===== config.mk =====
export PLATFORM = sky130hd
export DESIGN_NAME = ufa_serial_port
export DESIGN_NICKNAME = d
export VERILOG_FILES = /design/src/logic/ufa_pkg.sv /design/src/logic/ufa_baud_tick.sv /design/src/logic/ufa_serial_port.sv
export SDC_FILE = /design/constraint.sdc
export NUM_CORES = 1
export LEC_CHECK = 0
export ABC_AREA = 1
export BUFFER_PORTS_ARGS = -buffer_cell sky130_fd_sc_hd__buf_4
export CAP_MARGIN = 0
export CORE_ASPECT_RATIO = 0.9
export CORE_UTILIZATION = 50
export CTS_CLUSTER_DIAMETER = 50
export CTS_CLUSTER_SIZE = 28
export DETAILED_ROUTE_END_ITERATION = 7
export GPL_TIMING_DRIVEN = 0
export PLACE_DENSITY = 0.7
export SYNTH_ARGS = -nofsm -noshare
export SYNTH_HDL_FRONTEND = slang
export SYNTH_SLANG_ARGS = --single-unit
export TNS_END_PERCENT = 100

===== constraint.sdc =====
create_clock -name aclk -period 3.7 [get_ports aclk]
set_input_delay 0.185 -clock aclk [delete_from_list [all_inputs] [get_ports aclk]]
set_output_delay 0.185 -clock aclk [all_outputs]
set_load 0.03 [all_outputs]

===== src/logic/ufa_pkg.sv =====
// constants, types and register map of the serial receive-enhancement block
// assumes one 10 MHz clock and an AXI4-Lite master with 32-bit data
//
// Notes on behaviour
// - port offers synchronous mode 0 and asynchronous full-duplex modes 1, 2, 3
// - transmitter and receiver run together, each from its own baud divider
// - framing checks act only in modes 1 to 3 and with framing_check_enable set
// - an invalid stop bit sets framing_error_flag while checking is enabled
// - framing_error_flag stays until software clears it or reset; good frames keep it
// - with checking on, receive_done_flag rises at the stop sample, not last data bit
// - address recognition runs in hardware in modes 1 to 3 whenever multiprocessor_enable is set
// - with recognition on, only a command frame with matching address raises the done flag
// - in mode 1 the stop bit stands in for the ninth, command-marking bit
// - mode 1 with recognition: done flag needs a matching address and valid stop bit
// - a frame qualifies on a match with the given or the broadcast address
// - in mode 0 multiprocessor_enable has no effect on reception
// - given address compares slave address under mask; mask zeros are don't-care
// - broadcast address is address OR mask; its zero bits are don't-care
// - reset clears slave address and mask, so every address matches

package ufa_pkg;

  // ----------------------------------------------------------------
  // register byte offsets
  // ----------------------------------------------------------------
  localparam logic [7:0] A_SERIAL_CONTROL = 8'h00;
  localparam logic [7:0] A_SERIAL_DATA = 8'h04;
  localparam logic [7:0] A_POWER_CONTROL = 8'h08;
  localparam logic [7:0] A_SLAVE_ADDRESS = 8'h0C;
  localparam logic [7:0] A_SLAVE_ADDRESS_MASK = 8'h10;
  localparam logic [7:0] A_TX_BAUD = 8'h14;
  localparam logic [7:0] A_RX_BAUD = 8'h18;
  localparam logic [7:0] A_IRQ_STATUS = 8'h1C;
  localparam logic [7:0] A_IRQ_MASK = 8'h20;

  // ----------------------------------------------------------------
  // field positions
  // ----------------------------------------------------------------
  localparam int SC_TOP = 7;
  localparam int SC_MODE1 = 6;
  localparam int SC_MPE = 5;
  localparam int SC_RXEN = 4;
  localparam int SC_TB8 = 3;
  localparam int SC_RB8 = 2;
  localparam int SC_TI = 1;
  localparam int SC_RC = 0;
  localparam int PC_FCE = 6;
  localparam int IRQ_RX = 0;
  localparam int IRQ_TX = 1;
  localparam int IRQ_ER = 2;
  localparam int IRQ_W = 3;

  // ----------------------------------------------------------------
  // reset values and timing counts
  // ----------------------------------------------------------------
  localparam logic [7:0] RST_BYTE = 8'h00;
  localparam logic [7:0] RST_BAUD = 8'h40;
  localparam logic [7:0] MODE2_DIV = 8'h1F;
  localparam logic [3:0] OVS_MID = 4'h7;
  localparam logic [3:0] OVS_LAST = 4'hF;
  localparam logic [3:0] BITS8_LAST = 4'h7;
  localparam logic [3:0] BITS9_LAST = 4'h8;
  localparam logic [3:0] TX0_LAST = 4'h7;
  localparam logic [3:0] TX1_LAST = 4'h9;
  localparam logic [3:0] TX2_LAST = 4'hA;
  localparam logic [1:0] RESP_OKAY = 2'h0;
  localparam logic [1:0] RESP_SLVERR = 2'h2;

  // ----------------------------------------------------------------
  // types
  // ----------------------------------------------------------------
  typedef enum logic [1:0] {
    MODE_SHIFT = 2'h0,
    MODE_8BIT = 2'h1,
    MODE_9FIX = 2'h2,
    MODE_9VAR = 2'h3
  } ufa_mode_t;

  typedef enum logic [1:0] {
    S_IDLE = 2'h0,
    S_START = 2'h1,
    S_DATA = 2'h3,
    S_STOP = 2'h2
  } ufa_state_t;

endpackage


===== src/logic/ufa_baud_tick.sv =====
// one-cycle tick divider used for the 16x bit rate of each direction
// assumes run is a same-clock level; the phase restarts whenever run drops

`timescale 1ns/1ps
`default_nettype none

module ufa_baud_tick (
  // clock and reset
  input wire logic aclk,
  input wire logic aresetn,
  // control
  input wire logic run,
  input wire logic [7:0] reload,
  // tick out
  output logic tick
);
  import ufa_pkg::*;

  logic [7:0] cnt_r;
  logic tick_r;

  // ----------------------------------------------------------------
  // down counter, one tick every reload+1 cycles
  // ----------------------------------------------------------------
  always_ff @(posedge aclk) begin
    if (!aresetn) begin
      cnt_r <= RST_BYTE;
      tick_r <= 1'b0;
    end else if (!run) begin
      cnt_r <= reload; // restarting keeps the first sample centred
      tick_r <= 1'b0;
    end else if (cnt_r == RST_BYTE) begin
      cnt_r <= reload;
      tick_r <= 1'b1;
    end else begin
      cnt_r <= cnt_r - 8'h01;
      tick_r <= 1'b0;
    end
  end

  assign tick = tick_r;

endmodule

`default_nettype wire


===== src/logic/ufa_serial_port.sv =====
// serial port with framing check and automatic address recognition
// assumes an AXI4-Lite master on aclk and an asynchronous receive pin

`timescale 1ns/1ps
`default_nettype none

module ufa_serial_port (
  // clock and reset
  input wire logic aclk,
  input wire logic aresetn,
  // axi4-lite write address
  input wire logic s_axi_awvalid,
  output logic s_axi_awready,
  input wire logic [7:0] s_axi_awaddr,
  // axi4-lite write data
  input wire logic s_axi_wvalid,
  output logic s_axi_wready,
  input wire logic [31:0] s_axi_wdata,
  input wire logic [3:0] s_axi_wstrb,
  // axi4-lite write response
  output logic s_axi_bvalid,
  input wire logic s_axi_bready,
  output logic [1:0] s_axi_bresp,
  // axi4-lite read address
  input wire logic s_axi_arvalid,
  output logic s_axi_arready,
  input wire logic [7:0] s_axi_araddr,
  // axi4-lite read data
  output logic s_axi_rvalid,
  input wire logic s_axi_rready,
  output logic [31:0] s_axi_rdata,
  output logic [1:0] s_axi_rresp,
  // serial line
  input wire logic rxd_pin,
  output logic txd_pin,
  output logic shift_clk_pin,
  // interrupt
  output logic irq
);
  import ufa_pkg::*;

  // ----------------------------------------------------------------
  // declarations
  // ----------------------------------------------------------------
  logic aw_ok_r, w_ok_r, bvalid_r, rvalid_r, wlane_r;
  logic [7:0] awaddr_r, wdata_r;
  logic [1:0] bresp_r, rresp_r;
  logic [31:0] rdata_r;
  logic wr_go;
  logic [7:0] rd_mux;
  logic rd_hit, wr_hit;
  logic md0_r, md1_r, mpe_r, ren_r, tb8_r, rb8_r, ti_r, rc_r, er_r;
  logic fce_r;
  logic [7:0] sadr_r, smask_r, txdiv_r, rxdiv_r, rxbuf_r;
  logic [IRQ_W-1:0] sts_r, mask_r;
  logic irq_r;
  ufa_mode_t mode;
  logic nine;
  logic rxd_meta_r, rxd_r;
  ufa_state_t rx_st_r, tx_st_r;
  logic [3:0] rx_ovs_r, rx_bit_r, tx_ovs_r, tx_bit_r;
  logic [8:0] rx_sh_r, rx_sh_nxt, rx_src;
  logic [10:0] tx_sh_r;
  logic rx_tick, tx_tick;
  logic [7:0] rx_div, tx_div;
  logic rx_mid_done, rx_early, rx_late, late_mode, rx_decide;
  logic [7:0] rx_word;
  logic rx_cmd, addr_hit, rx_load, er_set, tx_go, tx_done;
  logic [3:0] rx_last_bit, tx_last_bit;
  logic txd_r, sclk_r;

  assign mode = ufa_mode_t'({md0_r, md1_r});
  assign nine = mode[1];

  // ----------------------------------------------------------------
  // axi4-lite slave
  // ----------------------------------------------------------------
  // address and data are latched on their own; the write fires once both are in
  assign s_axi_awready = !aw_ok_r && !bvalid_r;
  assign s_axi_wready = !w_ok_r && !bvalid_r;
  assign wr_go = aw_ok_r && w_ok_r;

  always_ff @(posedge aclk) begin
    if (!aresetn) begin
      aw_ok_r <= 1'b0;
      awaddr_r <= RST_BYTE;
    end else if (s_axi_awvalid && s_axi_awready) begin
      aw_ok_r <= 1'b1;
      awaddr_r <= s_axi_awaddr;
    end else if (wr_go) begin
      aw_ok_r <= 1'b0;
    end
  end

  always_ff @(posedge aclk) begin
    if (!aresetn) begin
      w_ok_r <= 1'b0;
      wdata_r <= RST_BYTE;
      wlane_r <= 1'b0;
    end else if (s_axi_wvalid && s_axi_wready) begin
      w_ok_r <= 1'b1;
      wdata_r <= s_axi_wdata[7:0];
      wlane_r <= s_axi_wstrb[0]; // registers are one byte wide
    end else if (wr_go) begin
      w_ok_r <= 1'b0;
    end
  end

  // write response: unmapped offsets answer slverr and change nothing
  always_comb begin
    unique case (awaddr_r)
      A_SERIAL_CONTROL, A_SERIAL_DATA, A_POWER_CONTROL, A_SLAVE_ADDRESS,
      A_SLAVE_ADDRESS_MASK, A_TX_BAUD, A_RX_BAUD, A_IRQ_STATUS,
      A_IRQ_MASK: wr_hit = 1'b1;
      default: wr_hit = 1'b0;
    endcase
  end

  always_ff @(posedge aclk) begin
    if (!aresetn) begin
      bvalid_r <= 1'b0;
      bresp_r <= RESP_OKAY;
    end else if (wr_go) begin
      bvalid_r <= 1'b1;
      bresp_r <= wr_hit ? RESP_OKAY : RESP_SLVERR;
    end else if (s_axi_bready) begin
      bvalid_r <= 1'b0;
    end
  end

  assign s_axi_bvalid = bvalid_r;
  assign s_axi_bresp = bresp_r;

  // read mux; reads carry no side effects
  always_comb begin
    rd_hit = 1'b1;
    unique case (s_axi_araddr)
      A_SERIAL_CONTROL:
        rd_mux = {fce_r ? er_r : md0_r, md1_r, mpe_r, ren_r,
                  tb8_r, rb8_r, ti_r, rc_r};
      A_SERIAL_DATA: rd_mux = rxbuf_r;
      A_POWER_CONTROL: rd_mux = {1'b0, fce_r, 6'h00};
      A_SLAVE_ADDRESS: rd_mux = sadr_r;
      A_SLAVE_ADDRESS_MASK: rd_mux = smask_r;
      A_TX_BAUD: rd_mux = txdiv_r;
      A_RX_BAUD: rd_mux = rxdiv_r;
      A_IRQ_STATUS: rd_mux = {5'h00, sts_r};
      A_IRQ_MASK: rd_mux = {5'h00, mask_r};
      default: begin
        rd_mux = RST_BYTE;
        rd_hit = 1'b0;
      end
    endcase
  end

  assign s_axi_arready = !rvalid_r;

  always_ff @(posedge aclk) begin
    if (!aresetn) begin
      rvalid_r <= 1'b0;
      rdata_r <= 32'h0000_0000;
      rresp_r <= RESP_OKAY;
    end else if (s_axi_arvalid && !rvalid_r) begin
      rvalid_r <= 1'b1;
      rdata_r <= {24'h00_0000, rd_mux};
      rresp_r <= rd_hit ? RESP_OKAY : RESP_SLVERR;
    end else if (s_axi_rready) begin
      rvalid_r <= 1'b0;
    end
  end

  assign s_axi_rvalid = rvalid_r;
  assign s_axi_rdata = rdata_r;
  assign s_axi_rresp = rresp_r;

  // ----------------------------------------------------------------
  // software registers
  // ----------------------------------------------------------------
  function automatic logic wr_at(input logic [7:0] a);
    wr_at = wr_go && wlane_r && (awaddr_r == a);
  endfunction

  // mode and control bits; the top bit lands on mode bit 0 only with checking off
  always_ff @(posedge aclk) begin
    if (!aresetn) begin
      {md0_r, md1_r, mpe_r, ren_r, tb8_r} <= 5'h00;
    end else if (wr_at(A_SERIAL_CONTROL)) begin
      if (!fce_r) begin
        md0_r <= wdata_r[SC_TOP];
      end
      md1_r <= wdata_r[SC_MODE1];
      mpe_r <= wdata_r[SC_MPE];
      ren_r <= wdata_r[SC_RXEN];
      tb8_r <= wdata_r[SC_TB8];
    end
  end

  // framing flag: hardware set beats a software write in the same cycle
  always_ff @(posedge aclk) begin
    if (!aresetn) begin
      er_r <= 1'b0;
    end else if (er_set) begin
      er_r <= 1'b1;
    end else if (wr_at(A_SERIAL_CONTROL) && fce_r) begin
      er_r <= wdata_r[SC_TOP];
    end
  end

  // done flags follow the same set-over-clear order
  always_ff @(posedge aclk) begin
    if (!aresetn) begin
      rc_r <= 1'b0;
      ti_r <= 1'b0;
    end else begin
      if (rx_load) begin
        rc_r <= 1'b1;
      end else if (wr_at(A_SERIAL_CONTROL)) begin
        rc_r <= wdata_r[SC_RC];
      end
      if (tx_done) begin
        ti_r <= 1'b1;
      end else if (wr_at(A_SERIAL_CONTROL)) begin
        ti_r <= wdata_r[SC_TI];
      end
    end
  end

  // plain byte registers
  always_ff @(posedge aclk) begin
    if (!aresetn) begin
      fce_r <= 1'b0;
      sadr_r <= RST_BYTE;
      smask_r <= RST_BYTE;
      txdiv_r <= RST_BAUD;
      rxdiv_r <= RST_BAUD;
      mask_r <= '0;
    end else begin
      if (wr_at(A_POWER_CONTROL)) fce_r <= wdata_r[PC_FCE];
      if (wr_at(A_SLAVE_ADDRESS)) sadr_r <= wdata_r;
      if (wr_at(A_SLAVE_ADDRESS_MASK)) smask_r <= wdata_r;
      if (wr_at(A_TX_BAUD)) txdiv_r <= wdata_r;
      if (wr_at(A_RX_BAUD)) rxdiv_r <= wdata_r;
      if (wr_at(A_IRQ_MASK)) mask_r <= wdata_r[IRQ_W-1:0];
    end
  end

  // ----------------------------------------------------------------
  // interrupt status
  // ----------------------------------------------------------------
  // sticky events, write one to clear; a new event in the clear cycle survives
  always_ff @(posedge aclk) begin
    if (!aresetn) begin
      sts_r <= '0;
      irq_r <= 1'b0;
    end else begin
      sts_r <= (sts_r & ~(wr_at(A_IRQ_STATUS) ? wdata_r[IRQ_W-1:0] : '0))
               | {er_set, tx_done, rx_load};
      irq_r <= |(sts_r & mask_r);
    end
  end

  assign irq = irq_r;

  // ----------------------------------------------------------------
  // baud dividers, one per direction
  // ----------------------------------------------------------------
  // separate dividers let both directions run at once, at unlike rates except in mode 2
  assign rx_div = (mode == MODE_9FIX) ? MODE2_DIV : rxdiv_r;
  assign tx_div = (mode == MODE_9FIX) ? MODE2_DIV : txdiv_r;

  ufa_baud_tick u_rx_tick (
    .aclk(aclk),
    .aresetn(aresetn),
    .run(rx_st_r != S_IDLE),
    .reload(rx_div),
    .tick(rx_tick)
  );

  ufa_baud_tick u_tx_tick (
    .aclk(aclk),
    .aresetn(aresetn),
    .run(tx_st_r != S_IDLE),
    .reload(tx_div),
    .tick(tx_tick)
  );

  // ----------------------------------------------------------------
  // receive path
  // ----------------------------------------------------------------
  // pin synchroniser; idle line is high
  always_ff @(posedge aclk) begin
    if (!aresetn) begin
      rxd_meta_r <= 1'b1;
      rxd_r <= 1'b1;
    end else begin
      rxd_meta_r <= rxd_pin;
      rxd_r <= rxd_meta_r;
    end
  end

  assign rx_last_bit = nine ? BITS9_LAST : BITS8_LAST;
  assign rx_sh_nxt = {rxd_r, rx_sh_r[8:1]};
  assign rx_mid_done = rx_tick && (rx_ovs_r == OVS_LAST);

  // receive sequencer; 16 ticks per bit, samples near bit centre
  always_ff @(posedge aclk) begin
    if (!aresetn) begin
      rx_st_r <= S_IDLE;
      rx_ovs_r <= 4'h0;
      rx_bit_r <= 4'h0;
      rx_sh_r <= 9'h000;
    end else begin
      if (rx_tick) rx_ovs_r <= rx_ovs_r + 4'h1;
      unique case (rx_st_r)
        S_IDLE: begin
          rx_ovs_r <= 4'h0;
          rx_bit_r <= 4'h0;
          if (ren_r && mode == MODE_SHIFT && !rc_r) begin
            rx_st_r <= S_DATA;
          end else if (ren_r && mode != MODE_SHIFT && !rxd_r) begin
            rx_st_r <= S_START;
          end
        end
        S_START: begin
          if (rx_tick && rx_ovs_r == OVS_MID) begin
            rx_ovs_r <= 4'h0;
            rx_st_r <= rxd_r ? S_IDLE : S_DATA; // glitch rejected
          end
        end
        S_DATA: begin
          if (rx_mid_done) begin
            rx_sh_r <= rx_sh_nxt;
            rx_bit_r <= rx_bit_r + 4'h1;
            if (rx_bit_r == rx_last_bit) begin
              rx_st_r <= (mode == MODE_SHIFT) ? S_IDLE : S_STOP;
            end
          end
        end
        S_STOP: begin
          if (rx_mid_done) rx_st_r <= S_IDLE;
        end
      endcase
    end
  end

  // decision point: stop sample when checking, or always in mode 1
  assign late_mode = (fce_r || mode == MODE_8BIT) && mode != MODE_SHIFT;
  assign rx_early = (rx_st_r == S_DATA) && rx_mid_done && (rx_bit_r == rx_last_bit);
  assign rx_late = (rx_st_r == S_STOP) && rx_mid_done;
  assign rx_decide = late_mode ? rx_late : rx_early;
  assign rx_src = rx_late ? rx_sh_r : rx_sh_nxt;
  assign rx_word = nine ? rx_src[7:0] : rx_src[8:1];
  // mode 1 has no ninth bit, the stop level marks a command frame
  assign rx_cmd = (mode == MODE_8BIT) ? rxd_r : rx_src[8];

  // given match under mask, or broadcast match on address OR mask
  assign addr_hit = (((rx_word ^ sadr_r) & smask_r) == 8'h00)
                 || (((~rx_word) & (sadr_r | smask_r)) == 8'h00);

  // filtering is hardware only and ignored in mode 0; mode 1 also needs a good stop
  assign rx_load = rx_decide && !rc_r
                && (mode == MODE_SHIFT || !mpe_r || (rx_cmd && addr_hit));

  // stop level checked at its sample point
  assign er_set = rx_late && fce_r && !rxd_r;

  // receive buffer and ninth bit
  always_ff @(posedge aclk) begin
    if (!aresetn) begin
      rxbuf_r <= RST_BYTE;
      rb8_r <= 1'b0;
    end else if (rx_load) begin
      rxbuf_r <= rx_word;
      if (mode != MODE_SHIFT) rb8_r <= rx_cmd;
    end
  end

  // ----------------------------------------------------------------
  // transmit path
  // ----------------------------------------------------------------
  // a write while busy is dropped; software paces on the done flag
  assign tx_go = wr_at(A_SERIAL_DATA) && (tx_st_r == S_IDLE);
  assign tx_last_bit = (mode == MODE_SHIFT) ? TX0_LAST
                     : (nine ? TX2_LAST : TX1_LAST);
  assign tx_done = (tx_st_r == S_DATA) && tx_tick
                && (tx_ovs_r == OVS_LAST) && (tx_bit_r == tx_last_bit);

  always_ff @(posedge aclk) begin
    if (!aresetn) begin
      tx_st_r <= S_IDLE;
      tx_ovs_r <= 4'h0;
      tx_bit_r <= 4'h0;
      tx_sh_r <= 11'h7FF;
    end else if (tx_go) begin
      tx_st_r <= S_DATA;
      tx_ovs_r <= 4'h0;
      tx_bit_r <= 4'h0;
      if (mode == MODE_SHIFT) begin
        tx_sh_r <= {3'h7, wdata_r};
      end else begin
        tx_sh_r <= {1'b1, nine ? tb8_r : 1'b1, wdata_r, 1'b0};
      end
    end else if (tx_st_r == S_DATA && tx_tick) begin
      tx_ovs_r <= tx_ovs_r + 4'h1;
      if (tx_ovs_r == OVS_LAST) begin
        tx_sh_r <= {1'b1, tx_sh_r[10:1]};
        tx_bit_r <= tx_bit_r + 4'h1;
        if (tx_done) tx_st_r <= S_IDLE;
      end
    end
  end

  // ----------------------------------------------------------------
  // line outputs
  // ----------------------------------------------------------------
  // shift clock is low in the first half of each mode 0 bit, rising mid-bit
  always_ff @(posedge aclk) begin
    if (!aresetn) begin
      txd_r <= 1'b1;
      sclk_r <= 1'b1;
    end else begin
      txd_r <= (tx_st_r == S_DATA) ? tx_sh_r[0] : 1'b1;
      sclk_r <= !(mode == MODE_SHIFT
                  && ((tx_st_r == S_DATA && !tx_ovs_r[3])
                      || (rx_st_r == S_DATA && !rx_ovs_r[3])));
    end
  end

  assign txd_pin = txd_r;
  assign shift_clk_pin = sclk_r;

endmodule

`default_nettype wire


# After elaboration in Yosys (flattened, before gate mapping)
# Cells that the tools add are included.
# W data, S select, Z words.
op_classes:
  mux: 58
  n_reduce_logical: 92
  eq_ne: 32
  n_addsub: 6
  bitwise_logic: 11
ops:
  columns: ["cell", "count"]
  rows:
  - ["$pmux W8 S9", 1]
  - ["$eq A8 B5 Y1 const B", 8]
  - ["$mux W8", 7]
  - ["$logic_not A8 Y1", 6]
  - ["$logic_and A1 B1 Y1", 39]
  - ["$mux W11", 3]
  - ["$eq A8 B4 Y1 const B", 4]
  - ["$mux W2", 15]
  - ["$reduce_bool A2 Y1", 14]
  - ["$mux W1", 21]
  - ["$mux W4", 5]
  - ["$reduce_and A2 Y1", 9]
  - ["$reduce_or A9 Y1", 2]
  - ["$add A4 B1 Y4 const B", 4]
  - ["$and A8 B8 Y8", 2]
  - ["$eq A8 B3 Y1 const B", 2]
  - ["$eq A8 B6 Y1 const B", 2]
  - ["$pmux W4 S2", 2]
  - ["$sub A8 B1 Y8 const B", 2]
  - ["$logic_not A1 Y1", 10]
  - ["$mux W10", 1]
  - ["$mux W9", 1]
  - ["$eq A2 B2 Y1 const B", 4]
  - ["$eq A4 B4 Y1", 2]
  - ["20 further kinds", 33]
word_totals:
  input_bits: 60
  output_inout_bits: 44
  ff_bits: 152
  word_cells: 243

# Logic depth before layout (Yosys ltp)
logic_depth:
  word_depth: 13
  ltp_mapped: 21
  mapped_depth_nobuf: 20

# By module
# A second synthesis with hierarchy kept.
hier_totals:
  hier_cells: 1102
  hier_area_um2: 7608.5
by_module_without_submodules:
  columns: ["mod", "area_each_um2", "cells_per_inst", "seq_area_each_um2", "n_inst"]
  rows:
  - ["ufa_serial_port", 6482.5, 918, 2602.5, 1]
  - ["ufa_baud_tick", 563.0, 92, 180.2, 2]

# Least setup slack after synthesis
# Ideal clock, no wire load.
synth_timing:
  path_type: "register -> register"
  startpoint: "reg rx_ovs_r[0]"
  endpoint: "reg rxbuf_r[4]"
  synth_period_minus_slack_ns: 2.108
  setup_slack_ns: 1.592
  arrival_ns: 1.994
  stages_incl_launch_ff: 21
  path_cell_list: "dfxtp_1 > ha_1 > nand2_2 > nor2_8 > nand2_4 > buf_6 > nand2_2 > nand3_2 > nand2_2 > nand2_1 > nand3_1 > nand2_1 > nor2_1 > nand2_1 > nand2_1 > nand2_2 > nand2_4 > nand2_4 > buf_6 > a21oi_1 > nor2_1"
synth_between:
  elab_chain_cells: 12
  elab_cells_between_ends: 20
  classes_between: "eq/ne (1); mux (4); bitwise (4); reduce/logical (11)"
synth_rtl:
  columns: ["item", "line", "source"]
  rows:
  - ["start, declared", "ufa_serial_port.sv:61", "logic [3:0] rx_ovs_r, rx_bit_r, tx_ovs_r, tx_bit_r;"]
  - ["start signal, assigned", "ufa_serial_port.sv:313", "if (rx_tick) rx_ovs_r <= rx_ovs_r + 4'h1;"]
  - ["$eq A4 B4 Y1 (*)", "ufa_serial_port.sv:303", "assign rx_mid_done = rx_tick && (rx_ovs_r == OVS_LAST);"]
  - ["$logic_and A1 B1 Y1 (*)", "ufa_serial_port.sv:303", null]
  - ["$logic_and A1 B1 Y1", "ufa_serial_port.sv:349", "assign rx_late = (rx_st_r == S_STOP) && rx_mid_done;"]
  - ["$mux W9", "ufa_serial_port.sv:351", "assign rx_src = rx_late ? rx_sh_r : rx_sh_nxt;"]
  - ["$mux W8", "ufa_serial_port.sv:352", "assign rx_word = nine ? rx_src[7:0] : rx_src[8:1];"]
  - ["$xor A8 B8 Y8 or $not A8 Y8 (tied branches)", "ufa_serial_port.sv:357, ufa_serial_port.sv:358", null]
  - ["$and A8 B8 Y8, on equally long branches", "ufa_serial_port.sv:357, ufa_serial_port.sv:358", null]
  - ["$logic_not A8 Y1, on equally long branches", "ufa_serial_port.sv:357, ufa_serial_port.sv:358", null]
  - ["$logic_or A1 B1 Y1", "ufa_serial_port.sv:358", "|| (((~rx_word) & (sadr_r | smask_r)) == 8'h00);"]
  - ["$logic_and A1 B1 Y1", "ufa_serial_port.sv:362", "&& (mode == MODE_SHIFT || !mpe_r || (rx_cmd && addr_hit));"]
  - ["$logic_or A1 B1 Y1", "ufa_serial_port.sv:362", null]
  - ["$logic_and A1 B1 Y1", "ufa_serial_port.sv:362", null]
  - ["end signal, assigned", "ufa_serial_port.sv:373", "rxbuf_r <= rx_word;"]
  - ["end, declared", "ufa_serial_port.sv:54", "logic [7:0] sadr_r, smask_r, txdiv_r, rxdiv_r, rxbuf_r;"]
# Every way passes the cells marked *; elsewhere a longest branch is shown, timed or not.
# A chain may end at the register's enable or synchronous reset.

# Final worst setup path
layout_timing:
  startpoint: "reg md0_r"
  endpoint: "reg ti_r"
layout_between:
  elab_chain_cells: 5
  elab_cells_between_ends: 7
  classes_between: "eq/ne (1); mux (3); reduce/logical (3)"
layout_rtl:
  columns: ["item", "line", "source"]
  rows:
  - ["start, declared", "ufa_serial_port.sv:52", "logic md0_r, md1_r, mpe_r, ren_r, tb8_r, rb8_r, ti_r, rc_r, er_r;"]
  - ["start signal, assigned", "ufa_serial_port.sv:189", "md0_r <= wdata_r[SC_TOP];"]
  - ["$mux W2 or $logic_not A2 Y1 (tied branches)", "ufa_serial_port.sv:384, ufa_serial_port.sv:383", null]
  - ["$mux W4 (*)", "ufa_serial_port.sv:383", "assign tx_last_bit = (mode == MODE_SHIFT) ? TX0_LAST"]
  - ["$eq A4 B4 Y1 (*)", "ufa_serial_port.sv:386", "&& (tx_ovs_r == OVS_LAST) && (tx_bit_r == tx_last_bit);"]
  - ["$logic_and A1 B1 Y1 (*)", "ufa_serial_port.sv:386", null]
  - ["$mux W1 or $reduce_bool A2 Y1 (tied branches)", null, null]
  - ["end signal, assigned", "ufa_serial_port.sv:223", "ti_r <= wdata_r[SC_TI];"]
  - ["end, declared", "ufa_serial_port.sv:52", null]
# Marked as above.

==> results by group <==
Critical path
  – Max stage delay on crit path: 0.51 ns
  – Worst setup SP type: flop
  – Critical path endpoint category: flop
  – WP data required: 4.02 ns
  – CP max stage cell: clkbuf_1
  – Worst EP arrival: 3.04 ns
  – Crit. Startpoint: md0_r$_SDFFE_PN0P_
  – Crit Path Max Fanout: 10
  – Crit Path Category: reg -> reg
  – Crit-path cells: buf_2, clkbuf_1, nor2_1, clkbuf_1, a21oi_1, a221oi_1, nand2_1, nor2_1, inv_1, nand3_1, o211ai_1, nand2_1, inv_1
  – Crit Reg-Reg Startpoint: md0_r$_SDFFE_PN0P_

Synthesis
  – Post-synth ARST share: 0%
  – Yosys cell types: 45
  – Post-synthesis sequential area ratio: 41.3%
  – Yosys top cell area share: 41.3%
  – Number of synthesis warnings: 0
  – Synth area leaders: dfxtp_1 (41%), nand2_1 (7.5%), a21oi_1 (6.7%), o21ai_0 (6.4%), nor2_1 (5.8%)
  – Ys flop type: dfxtp_1
  – EDFF count, synth: 0
  – Syn Inst Count: 983
  – Biggest area consumer among synthesized cells: dfxtp_1
  – Syn Area/Cell: 7.29 um^2
  – Yosys reg bits: 148
  – Most frequent cell after synthesis: dfxtp_1
  – Synth cell count leaders: dfxtp_1 (148), nand2_1 (143), nor2_1 (111)
  – Mapped cell area: 7170 um^2

Cells and area
  – Layout cells sized above 1: 13.5%
  – Largest register FFs: 10
  – Reg area: 2960 um^2
  – Nets: 1,143
  – Non-Filler Instances: 1,283
  – # diodes: 0
  – Area delta synth->final: 18.2%
  – Fillers: 1,300
  – Most flops, register: tx_sh_r
  – Multi-input logic area: 3530 um^2
  – Biggest regs: tx_sh_r x10, rx_sh_r x9

Timing
  – Unrepaired setup endpoints after global routing: no
  – Final setup margin: 0.986 ns
  – Setup TNS: 0 ns
  – Worst Hold Margin: 0.00456 ns
  – Peak Freq: 0.368 GHz
  – Tightest Pin Transition: 0.876 ns
  – Slew HR: 41.1%
  – Final setup vio count: 0
  – Final period util: 73.4%
  – Pins over their slew limit: 0
  – Post-layout minimum cycle time: 2.71 ns
  – Final hold vios: 0
  – Worst clock skew: 0.00721 ns

CTS
  – Root buffer cell: clkbuf_16
  – Cts bufs inserted: 17
  – CTS tree: yes
  – Later-pin clock latency in the skew report: 0.43 ns
  – Clk buf depth: 2
  – Htree depth: 4
  – Clock Pin Slew Worst Setup and Hold Paths: 0.06 ns
  – Setup bufs post-CTS: 0
  – Number of gates resized after cts: 0
  – CTS sink count: 148

Global routing
  – Largest net degree at the start of global routing: 17
  – GRT overflow: 0
  – First-pass GRT wire length: 32,000 um
  – Vias in the first global route: 6,082
  – Initial antenna violation count: 1
  – Total GRT Usage: 28.7%

Routing
  – Routed length on met1: 9310 um
  – # DRC: 0
  – Via-per-instance ratio: 5.35
  – Met2 routed WL: 8790 um
  – Total number of vias: 6,861
  – DRT iter0 DRCs: 638
  – WL/cell: 15.9 um
  – DR pass1 iterations: 6
  – Met3 wire len: 1780 um
  – Top layer in use: met5
  – Total wire length: 20,400 um
  – ANT nets after route: 0

Placement
  – I/O Buffers: 49
  – Final GP Congestion: 0.959
  – Placed insts: 1,250
  – Place WS: 1.07 ns
  – Dpl hpwl: 15,300 um

Run status
  – Outcome: complete, no violations

Power and ir drop
  – Max IR drop VDD: 444 uV
  – Power Density: 485 nW/um^2
  – P_leak: 3.63 nW

Floorplan
  – Die area: 14,800 um^2
  – Row count: 41
  – Placeable Area: 14,000 um^2
  – Initial core utilization: 51.2%
  – Die W: 128 um
  – Die height: 116 um
  – Ports: 104

Hold path
  – Hold wc startpoint: s_axi_awaddr[1]
  – Hold Crit Class: in -> reg

Flow run
  – Maxcap violations: 0
==> layout make-up <==
cell class | instances | share of cell area (%)
Buffer | 61 | 4.20
Clock buffer | 20 | 5.51
Clock inverter | 12 | 1.43
Inverter | 111 | 4.92
Multi-Input combinational cell | 688 | 41.6
Sequential cell | 148 | 35.0
Tap cell | 193 | 2.85
Timing Repair Buffer | 50 | 4.46
==> metrics by stage <==
step                instance area (um^2)  total power (W)  util (%)
finish                              8470          0.00411      60.5
CTS                                 8470          0.00412      60.5
global route                        8470          0.00429      60.5
detailed placement                  7870          0.00243      56.2
global placement                    7870          0.00242      56.2
floorplan                           7260          0.00226         -
==> per-layer routing <==
metal,vias to the layer above,track usage (%)
met5,-,0
met4,2,10.7
met3,36,7.16
met2,268,43.8
met1,3112,39.3
li1,3443,-
==> timing repair <==
| item | CTS | global route |
|---|---|---|
| endpoints found under the hold margin | 1 | 0 |
| endpoints found under the setup margin | 0 | 0 |
| hold buffers | 1 | 0 |
==> worst max-delay path, delay by kind of cell, from the launching register on <==
kind,cells,cell delay (ns)
buf+inv,5,1.16
compound gates,3,0.41
simple gates,5,0.71
flops,1,0.31
==> power breakdown <==
group / total (W) / leakage (nW) / switching [W] / internal (W)
registers: 0.00174 / 1.20 / 0.0000727 / 0.00167
logic: 0.000658 / 2.15 / 0.000411 / 0.000247
clock network: 0.00171 / 0.282 / 0.000717 / 0.000991
==> kinds of logic after synthesis <==
| kind of cell | count (synthesis) | synth area share (%) |
|---|---|---|
| fa+ha+maj | 6 | 1.05 |
| simple gates | 378 | 23.7 |
| compound gates | 262 | 21.1 |
| other cells | 1 | 0.0523 |
| flops | 148 | 41.3 |
| buf+inv | 172 | 10.8 |
| xor+xnor | 16 | 1.96 |
==> final timing paths <==
kind / depth (start not counted) / endpoint / slack [ns]
max: 13 / ti_r$_SDFFE_PN0P_ / 0.99
min: 3 / awaddr_r[1]$_SDFFE_PN0P_ / 0.005
max reg2reg: 13 / ti_r$_SDFFE_PN0P_ / 0.99
min reg2reg: 1 / rxd_r$_SDFF_PN1_ / 0.42
==> cells in the final DEF (no fill, tap or decap), types with 7 or more instances in the layout <==
cell type	instances
o211ai_1	11
nand3_1	66
clkbuf_16	17
nand2_2	8
xor2_1	7
nor3_1	18
dfxtp_1	148
o21ai_0	92
clkbuf_1	29
a211oi_1	27
nand3_2	10
buf_4	76
nand2_1	143
xnor2_1	9
a221oi_1	13
conb_1	26
inv_1	107
nor2_1	111
a21oi_1	96
(Power assumes the default switching activity.)
